## src/inc/alu_flags_consts.svh

```systemverilog
`ifndef ALU_FLAGS_CONSTS_SVH
`define ALU_FLAGS_CONSTS_SVH
`define FLAGS_OFFSET      4'h0
`define OPCODE_OFFSET     4'h4
`define OPERAND_A_OFFSET  4'h8
`define OPERAND_B_OFFSET  4'hC
`define RESULT_OFFSET     5'h10
`define CARRY_BIT         0
`define NIBBLE_CARRY_BIT  1
`define ZERO_BIT          2
`define OVERFLOW_BIT      3
`define NEGATIVE_BIT      4
`define FLAG_MASK         8'h1F
`define FLAGS_RESET       8'h00
`endif

```

## src/inc/alu_flags_pkg.sv

```systemverilog
`default_nettype none
package alu_flags_pkg;
  typedef enum logic [3:0] {
    op_add_accumulator_to_file,
    op_add_literal_to_accumulator,
    op_subtract_from_literal,
    op_subtract_accumulator_from_file,
    op_logic_and,
    op_clear_file_instruction,
    op_bit_clear_instruction,
    op_bit_set_instruction,
    op_nibble_swap_instruction,
    op_file_to_file_move,
    op_accumulator_to_file_move,
    op_write_file
  } alu_op_e;
endpackage
`default_nettype wire

```

## src/rtl/alu_flag_calc.sv

```systemverilog
`default_nettype none
`include "alu_flags_consts.svh"
module alu_flag_calc
  import alu_flags_pkg::*;
(
  // Operation
  input  wire alu_flags_pkg::alu_op_e op,
  input  wire logic [7:0]             operand_a,
  input  wire logic [7:0]             operand_b,
  input  wire logic [2:0]             bit_sel,
  input  wire logic [4:0]             flags_in,
  // Results
  output logic [7:0]                  result,
  output logic [4:0]                  flags_out,
  output logic                        flags_touched
);
  logic [8:0] sum;
  logic [4:0] low_sum;
  logic [7:0] addend;
  logic       arith;
  logic       cin;
  always_comb
  begin
    arith = 1'b0;
    cin = 1'b0;
    addend = operand_b;
    result = operand_a;
    flags_out = flags_in;
    flags_touched = 1'b0;
    case (op)
      op_add_accumulator_to_file, op_add_literal_to_accumulator:
        arith = 1'b1;
      op_subtract_from_literal, op_subtract_accumulator_from_file:
      begin
        arith = 1'b1;
        addend = ~operand_b;
        cin = 1'b1;
      end
      default:
        arith = 1'b0;
    endcase
    // Carry-in keeps both carries and the sign test right for any operand
    sum = {1'b0, operand_a} + {1'b0, addend} + {8'h00, cin};
    low_sum = {1'b0, operand_a[3:0]} + {1'b0, addend[3:0]}
              + {4'h0, cin};
    case (op)
      op_logic_and:
        result = operand_a & operand_b;
      op_clear_file_instruction:
        result = 8'h00;
      op_bit_clear_instruction:
        result = operand_a & ~(8'h01 << bit_sel);
      op_bit_set_instruction:
        result = operand_a | (8'h01 << bit_sel);
      op_nibble_swap_instruction:
        result = {operand_a[3:0], operand_a[7:4]};
      op_file_to_file_move, op_accumulator_to_file_move, op_write_file:
        result = operand_b;
      default:
        result = sum[7:0];
    endcase
    if (arith)
    begin
      flags_touched = 1'b1;
      flags_out[`CARRY_BIT] = sum[8];
      flags_out[`NIBBLE_CARRY_BIT] = low_sum[4];
      flags_out[`OVERFLOW_BIT] = (operand_a[7] == addend[7])
                                 && (sum[7] != operand_a[7]);
      flags_out[`NEGATIVE_BIT] = sum[7];
      flags_out[`ZERO_BIT] = (sum[7:0] == 8'h00);
    end
    else if (op == op_logic_and)
    begin
      flags_touched = 1'b1;
      flags_out[`NEGATIVE_BIT] = result[7];
      flags_out[`ZERO_BIT] = (result == 8'h00);
    end
    else if (op == op_clear_file_instruction)
    begin
      flags_touched = 1'b1;
      flags_out[`ZERO_BIT] = 1'b1;
    end
  end
endmodule
`default_nettype wire

```

## src/rtl/alu_status_flags.sv

```systemverilog
`default_nettype none
`include "alu_flags_consts.svh"
module alu_status_flags
  import alu_flags_pkg::*;
(
  // Clock and reset
  input  wire logic        core_clk,
  input  wire logic        sys_rst,
  // Avalon-MM slave
  input  wire logic [4:0]  avs_address,
  input  wire logic        avs_read,
  input  wire logic        avs_write,
  input  wire logic [31:0] avs_writedata,
  input  wire logic [3:0]  avs_byteenable,
  output logic [31:0]      avs_readdata,
  output logic             avs_waitrequest,
  // Flag view
  output logic [7:0]       flags_out
);
  import alu_flags_pkg::*;

  // Flags are not reset: their power-up value is undefined
  logic [4:0]  flags_reg;
  logic [4:0]  flags_next;
  logic [3:0]  opcode_reg;
  logic [3:0]  opcode_next;
  logic        dest_flags_reg;
  logic        dest_flags_next;
  logic [2:0]  bitsel_reg;
  logic [2:0]  bitsel_next;
  logic [7:0]  opa_reg;
  logic [7:0]  opa_next;
  logic [7:0]  opb_reg;
  logic [7:0]  opb_next;
  logic [7:0]  result_reg;
  logic [7:0]  result_next;
  logic        ack_reg;
  logic        ack_next;
  logic        waitreq_reg;
  logic        waitreq_next;
  logic [31:0] rdata_reg;
  logic [31:0] rdata_next;
  logic [7:0]  view_reg;
  logic [7:0]  view_next;

  // Datapath and decode
  logic [7:0]  calc_result;
  logic [4:0]  calc_flags;
  logic        calc_touched;
  logic        req;
  logic        wr_go;
  logic        b0;
  logic        b1;
  logic        flag_sel;
  logic        cmd_sel;
  logic        exec_go;
  logic [4:0]  dest_flags;
  logic [7:0]  opa_eff;

  assign req      = (avs_read | avs_write) & ~ack_reg;
  assign wr_go    = avs_write & ~ack_reg;
  assign b0       = avs_byteenable[0];
  assign b1       = avs_byteenable[1];
  assign flag_sel = (avs_address == 5'(`FLAGS_OFFSET));
  assign cmd_sel  = (avs_address == 5'(`OPCODE_OFFSET));
  // Second cycle of an opcode write, while waitrequest is low
  assign exec_go  = ack_reg & avs_write & cmd_sel;

  // Flag register as source operand reads like any register
  assign opa_eff = dest_flags_reg ? {3'b000, flags_reg} : opa_reg;

  alu_flag_calc alu_flag_calc_inst (
    .op            (alu_op_e'(opcode_reg)),
    .operand_a     (opa_eff),
    .operand_b     (opb_reg),
    .bit_sel       (bitsel_reg),
    .flags_in      (flags_reg),
    .result        (calc_result),
    .flags_out     (calc_flags),
    .flags_touched (calc_touched)
  );

  // Flag register as destination: flag-setting ops write their flags, others write the result
  always_comb
  begin
    dest_flags = flags_reg;
    if (calc_touched)
      dest_flags = calc_flags;
    else
      dest_flags = calc_result[4:0] & 5'(`FLAG_MASK);
  end

  // Bus handshake: every access waits one cycle, then answers for one
  // A held request is not taken twice: ack_reg masks it
  always_comb
  begin
    ack_next = 1'b0;
    waitreq_next = 1'b1;
    if (req)
    begin
      ack_next = 1'b1;
      waitreq_next = 1'b0;
    end
  end

  // Waitrequest from its own flop so the port has no gate behind it
  always_ff @(posedge core_clk)
  begin
    if (sys_rst)
    begin
      ack_reg     <= 1'b0;
      waitreq_reg <= 1'b1;
    end
    else
    begin
      ack_reg     <= ack_next;
      waitreq_reg <= waitreq_next;
    end
  end

  // Read data captured as the read is taken, held until the next access
  always_comb
  begin
    rdata_next = rdata_reg;
    if (req)
    begin
      rdata_next = 32'h0000_0000;
      if (avs_read)
      begin
        case (avs_address)
          5'(`FLAGS_OFFSET):
            rdata_next = {27'h0, flags_reg};
          // Command word reads back as written, except bit 7 and bits 31:9, which read as zero
          5'(`OPCODE_OFFSET):
            rdata_next = {23'h0, dest_flags_reg, 1'b0, bitsel_reg,
                          opcode_reg};
          5'(`OPERAND_A_OFFSET):
            rdata_next = {24'h0, opa_reg};
          5'(`OPERAND_B_OFFSET):
            rdata_next = {24'h0, opb_reg};
          `RESULT_OFFSET:
            rdata_next = {24'h0, result_reg};
          // Unmapped addresses read as zero
          default:
            rdata_next = 32'h0000_0000;
        endcase
      end
    end
  end

  always_ff @(posedge core_clk)
  begin
    if (sys_rst)
    begin
      rdata_reg <= 32'h0000_0000;
    end
    else
    begin
      rdata_reg <= rdata_next;
    end
  end

  // Operands load while the write waits; other addresses leave them
  always_comb
  begin
    opa_next = opa_reg;
    opb_next = opb_reg;
    if (wr_go && b0)
    begin
      case (avs_address)
        5'(`OPERAND_A_OFFSET):
          opa_next = avs_writedata[7:0];
        5'(`OPERAND_B_OFFSET):
          opb_next = avs_writedata[7:0];
        default:
        begin
          opa_next = opa_reg;
          opb_next = opb_reg;
        end
      endcase
    end
  end

  always_ff @(posedge core_clk)
  begin
    if (sys_rst)
    begin
      opa_reg <= 8'h00;
      opb_reg <= 8'h00;
    end
    else
    begin
      opa_reg <= opa_next;
      opb_reg <= opb_next;
    end
  end

  // Command word: opcode and bit select in lane 0, destination in lane 1
  always_comb
  begin
    opcode_next = opcode_reg;
    bitsel_next = bitsel_reg;
    dest_flags_next = dest_flags_reg;
    if (wr_go && cmd_sel)
    begin
      if (b0)
      begin
        opcode_next = avs_writedata[3:0];
        bitsel_next = avs_writedata[6:4];
      end
      if (b1)
        dest_flags_next = avs_writedata[8];
    end
  end

  always_ff @(posedge core_clk)
  begin
    if (sys_rst)
    begin
      opcode_reg     <= 4'h0;
      bitsel_reg     <= 3'h0;
      dest_flags_reg <= 1'b0;
    end
    else
    begin
      opcode_reg     <= opcode_next;
      bitsel_reg     <= bitsel_next;
      dest_flags_reg <= dest_flags_next;
    end
  end

  // Executes one cycle after the opcode is loaded, from the new command
  always_comb
  begin
    result_next = result_reg;
    if (exec_go)
      result_next = calc_result;
  end

  always_ff @(posedge core_clk)
  begin
    if (sys_rst)
    begin
      result_reg <= 8'h00;
    end
    else
    begin
      result_reg <= result_next;
    end
  end

  // Bus write and execution never meet: they need different addresses
  always_comb
  begin
    flags_next = flags_reg;
    if (wr_go && b0 && flag_sel)
      flags_next = avs_writedata[4:0];
    if (exec_go)
    begin
      if (dest_flags_reg)
        flags_next = dest_flags;
      else if (calc_touched)
        flags_next = calc_flags;
    end
  end

  // No reset on purpose: software must not rely on a start value
  always_ff @(posedge core_clk)
  begin
    flags_reg <= flags_next;
  end

  // Flag view trails the register by one cycle
  always_comb
  begin
    view_next = {3'b000, flags_reg};
  end

  always_ff @(posedge core_clk)
  begin
    if (sys_rst)
    begin
      view_reg <= `FLAGS_RESET;
    end
    else
    begin
      view_reg <= view_next;
    end
  end

  assign avs_waitrequest = waitreq_reg;
  assign avs_readdata    = rdata_reg;
  assign flags_out       = view_reg;
endmodule
`default_nettype wire

```

## config.mk

```make
export PLATFORM = sky130hd
export DESIGN_NAME = alu_status_flags
export DESIGN_NICKNAME = d
export VERILOG_FILES = /design/src/inc/alu_flags_pkg.sv /design/src/rtl/alu_flag_calc.sv /design/src/rtl/alu_status_flags.sv
export VERILOG_INCLUDE_DIRS = /design/src /design/src/inc
export SDC_FILE = /design/constraint.sdc
export NUM_CORES = 1
export LEC_CHECK = 0
export BUFFER_PORTS_ARGS = -buffer_cell sky130_fd_sc_hd__buf_4
export CAP_MARGIN = 20
export CORE_ASPECT_RATIO = 1.75
export CORE_MARGIN = 1
export CORE_UTILIZATION = 55
export DETAILED_ROUTE_END_ITERATION = 10
export PLACE_DENSITY = 0.81
export SKIP_LAST_GASP = 1
export SYNTH_ARGS = -nofsm -noshare
export SYNTH_HDL_FRONTEND = slang
export SYNTH_SLANG_ARGS = --single-unit
```

## constraint.sdc

```tcl
create_clock -name core_clk -period 5.9 [get_ports core_clk]
set_input_delay 0.59 -clock core_clk [delete_from_list [all_inputs] [get_ports core_clk]]
set_output_delay 0.59 -clock core_clk [all_outputs]
set_load 0.02 [all_outputs]
```

==> results by group <==
Clock tree
  • Hold bufs inserted after CTS: 0
  • Longest Clk Path Bufs: 2
  • Clock edge transition at the registers on the reported setup and hold paths: 0.07 ns
  • Post-CTS setup buffer count: 0
  • Buffer type at the clock tree root: sky130_fd_sc_hd__clkbuf_16
  • Number of buffers created by CTS: 5
  • # resized after CTS: 0
  • Clock latency on the worst-skew pair: 0.30 ns
  • Clock tree from TritonCTS: done
  • Num Clock Sinks: 53
  • H-Tree Depth: 2

Power
  • Power Density: 199.7 nW/µm²
  • Worst IR drop on VDD: 0.0001864 V
  • Leakage power figure: 0.001576 µW

Timing
  • Actual transition at the worst max-transition pin: 1.032 ns
  • Hold Fails Final Rpt: 0
  • Post-route clock period utilization: 65.95%
  • Max Freq: 0.2570 GHz
  • Maximum clock skew at final layout: 0.003853 ns
  • Slew margin rel.: 30.59%
  • Crit path setup slack, layout: 2.009 ns
  • Setup violations, final: 0
  • Total negative slack: 0 ns
  • Setup repair after global routing missed its margin: false
  • Minimum clock period: 3.891 ns
  • Total count of max-transition violations in the final report: 0

Critical path
  • CP max stage cell: sky130_fd_sc_hd__dfxtp_1
  • Category of the critical setup timing path: register to register
  • Required time worst endpoint: 6.08 ns
  • Endpoint kind of the worst setup timing path: register
  • Cells traversed along the worst timing path: or3b_1, xnor2_1, ha_1, nand2_1, nor3b_1, o31ai_1, a21oi_1, o32a_1, o31a_1, o31ai_1
  • Data arrival, critical path: 4.08 ns
  • Startpoint type of the worst setup path: register
  • CP max stage delay: 0.75 ns
  • Critical register-to-register path startpoint: opcode_reg[1]
  • Worst reg2reg endpoint: flags_reg[3]
  • Beginning of the critical path: opcode_reg[1]
  • Crit path capture: flags_reg[3]
  • Critical Path Most Common Cell: sky130_fd_sc_hd__o31ai_1
  • Critical-path maximum fanout: 17
  • Worst reg-to-reg path cell count: 10
  • Worst reg-to-reg setup slack: 2.01 ns

Yosys
  • Post-synth EDFFs: 0
  • Commonest register cell after synthesis: sky130_fd_sc_hd__dfxtp_1
  • Post-synthesis cell area: 3786 µm²
  • Number of cells produced by synthesis: 469
  • Post-synthesis sequential area ratio: 28.02%
  • Warnings from Yosys: 0
  • Number of storage elements in the synthesis netlist: 53
  • Synth unique cells: 69
  • Share of async-settable or async-resettable flops after synthesis: 0%
  • Post-Syn Area per Cell: 8.073 µm²

Place
  • DPL Wire Length: 8.178 mm
  • Worst setup timing slack at the placement stage: 2.061 ns
  • Gpl congestion: 0.9644
  • Port buffer count: 34

Die
  • Die span in x: 64.72 µm
  • Initial core utilization: 57.47%
  • Site Rows: 39
  • Die area: 7233 µm²
  • Boundary pin count: 86
  • Die extent in y: 111.8 µm
  • Area of the core region: 6588 µm²

Detailed routing
  • 1st-pass router iterations: 5
  • Average detailed-routed wire length per instance: 19.69 µm
  • Total detailed-routing wirelength: 11.01 mm
  • Vias per Instance: 6.531
  • Iter 0 DRT Violations: 335
  • DRC violations left: 0
  • Total vias in the final route: 3651
  • Antenna violation net count after detailed routing: 0

Status
  • Outcome: finished clean

GRT
  • Antenna violations before repair: 0
  • Number of global-route vias before repair: 3501
  • Global-route wire length before repair: 17.37 mm
  • Global-route usage over all layers: 31.55%
  • Total global routing overflow: 0
  • Pin count of the biggest net entering global routing: 41

Final layout
  • Total inserted antenna cells: 0
  • Number of fill cells: 597
  • Final layout net count: 529
  • Share of post-route cells with drive strength above 1: 13.00%
  • Area growth syn-to-layout: 7.568%
  • Flip-flop count of the largest register after layout: 9

Run
  • Max-cap violation count: 0

Worst hold path
  • Min-delay worst type: register to register
-- critical path: cells and delay by family (launching register included) --
| kind | cells | cell delay (ns) |
|---|---|---|
| simple gates | 3 | 0.97 |
| fa+ha+maj | 1 | 0.36 |
| compound gates | 5 | 1.49 |
| flops | 1 | 0.75 |
| xor+xnor | 1 | 0.21 |
-- cell type report --
cell class / count / area [µm²] / area share (%)
timing repair buffer: 36 / 270.3 / 6.636
sequential: 53 / 1061 / 26.05
multi-input combinational: 375 / 2452 / 60.21
inverter: 5 / 18.77 / 0.4608
tap: 82 / 102.6 / 2.519
clock inverter: 2 / 38.79 / 0.9524
clock buffer: 6 / 128.9 / 3.164
-- layout by cell type, fill, tap and decap left out, types with 4 or more instances in the layout --
master and count:
sky130_fd_sc_hd__or3_1 6, sky130_fd_sc_hd__a21oi_1 33, sky130_fd_sc_hd__inv_1 5, sky130_fd_sc_hd__buf_4 36, sky130_fd_sc_hd__mux2i_1 24, sky130_fd_sc_hd__nor3b_1 7
sky130_fd_sc_hd__a221oi_1 7, sky130_fd_sc_hd__dfxtp_1 53, sky130_fd_sc_hd__xnor2_1 10, sky130_fd_sc_hd__o21a_1 6, sky130_fd_sc_hd__a32oi_1 4, sky130_fd_sc_hd__o21ai_0 23
sky130_fd_sc_hd__a21o_1 4, sky130_fd_sc_hd__nor2_1 28, sky130_fd_sc_hd__ha_1 7, sky130_fd_sc_hd__mux2_2 8, sky130_fd_sc_hd__conb_1 26, sky130_fd_sc_hd__clkbuf_16 5
sky130_fd_sc_hd__nand2b_1 5, sky130_fd_sc_hd__nor2b_1 14, sky130_fd_sc_hd__nand2_1 48, sky130_fd_sc_hd__a31oi_1 7, sky130_fd_sc_hd__nor3_1 7, sky130_fd_sc_hd__o21ai_1 4
sky130_fd_sc_hd__a22oi_1 4, sky130_fd_sc_hd__a211oi_1 4, sky130_fd_sc_hd__nand3_1 23
-- how the worst min path moves through the flow --
stage,from,endpoint,slack (ns),cells after the start
floorplan,result_reg[1],result_reg[1],0.44,2
global placement,avs_readdata[4],avs_readdata[4],0.44,2
detailed placement,avs_readdata[3],avs_readdata[3],0.44,2
CTS,result_reg[3],result_reg[3],0.46,2
global route,avs_readdata[6],avs_readdata[6],0.48,1
finish,avs_readdata[3],avs_readdata[3],0.45,2
-- power breakdown --
group / leakage, µW / total [µW] / switching [µW] / internal, µW
logic: 0.00107 / 95.3 / 60.3 / 35.1
clock network: 0.0000810 / 334 / 133 / 201
registers: 0.000429 / 384 / 14.1 / 370
-- routing by layer --
metal  vias to the layer above  global-route usage (%)  routed length, µm  part of all wire [%]
met2                       212                   55.07               5659                    51
li1                       1667                       -                  -                     -
met1                      1708                   32.32               3921                    36
met5                         -                       0                  0                     0
met3                        64                   3.586                611                   5.6
met4                         0                   26.37                817                   7.4
-- cells in the mapped netlist (4+ instances only) --
library cell               number  share of area, %
sky130_fd_sc_hd__dfxtp_1       53                28
sky130_fd_sc_hd__nand2_1       48               4.8
sky130_fd_sc_hd__a21oi_1       33               4.4
sky130_fd_sc_hd__nor2_1        28               2.8
sky130_fd_sc_hd__clkbuf_1      27               2.7
sky130_fd_sc_hd__buf_4         26               5.2
sky130_fd_sc_hd__mux2i_1       24               6.3
sky130_fd_sc_hd__nand3_1       23               3.0
sky130_fd_sc_hd__o21ai_0       23               3.0
sky130_fd_sc_hd__nor2b_1       14               2.3
sky130_fd_sc_hd__xnor2_1       10               2.3
sky130_fd_sc_hd__mux2_2         8               2.4
sky130_fd_sc_hd__a221oi_1       7               1.6
sky130_fd_sc_hd__a31oi_1        7               1.2
sky130_fd_sc_hd__ha_1           7               2.3
sky130_fd_sc_hd__nor3_1         7              0.93
sky130_fd_sc_hd__nor3b_1        7               1.4
sky130_fd_sc_hd__o21a_1         6               1.2
sky130_fd_sc_hd__or3_1          6              0.99
sky130_fd_sc_hd__buf_2          5              0.66
sky130_fd_sc_hd__inv_1          5              0.50
sky130_fd_sc_hd__nand2b_1       5              0.83
sky130_fd_sc_hd__a211oi_1       4              0.79
sky130_fd_sc_hd__a21o_1         4              0.79
sky130_fd_sc_hd__a22oi_1        4              0.79
sky130_fd_sc_hd__a32oi_1        4              0.93
sky130_fd_sc_hd__o21ai_1        4              0.53
-- per-stage QoR --
step	hold slack, ns	power, µW	instances	util (%)	cell area, µm²
floorplan	0.4360	460.8	494	-	3880
global placement	0.4370	483.1	551	59.28	3905
detailed placement	0.4443	485.0	551	59.28	3905
CTS	0.4582	811.9	559	61.82	4073
global route	0.4808	836.3	559	61.82	4073
finish	0.4544	813.4	559	61.82	4073
-- logic make-up (layout without fill, tap and decap cells) --
family | count (synthesis) | count (layout) | share of synthesized area (%)
AND/OR/NAND/NOR | 166 | 166 | 23.43
AO/OA/AOI/OAI | 126 | 126 | 22.60
buffers and inverters | 66 | 49 | 9.683
flip-flops | 53 | 53 | 28.02
multiplexers | 36 | 36 | 10.31
XOR/XNOR | 13 | 13 | 3.007
adder cells (fa/ha/maj) | 8 | 8 | 2.842
other | 1 | 26 | 0.09905
No activity file was read; power rests on OpenSTA's default activity.
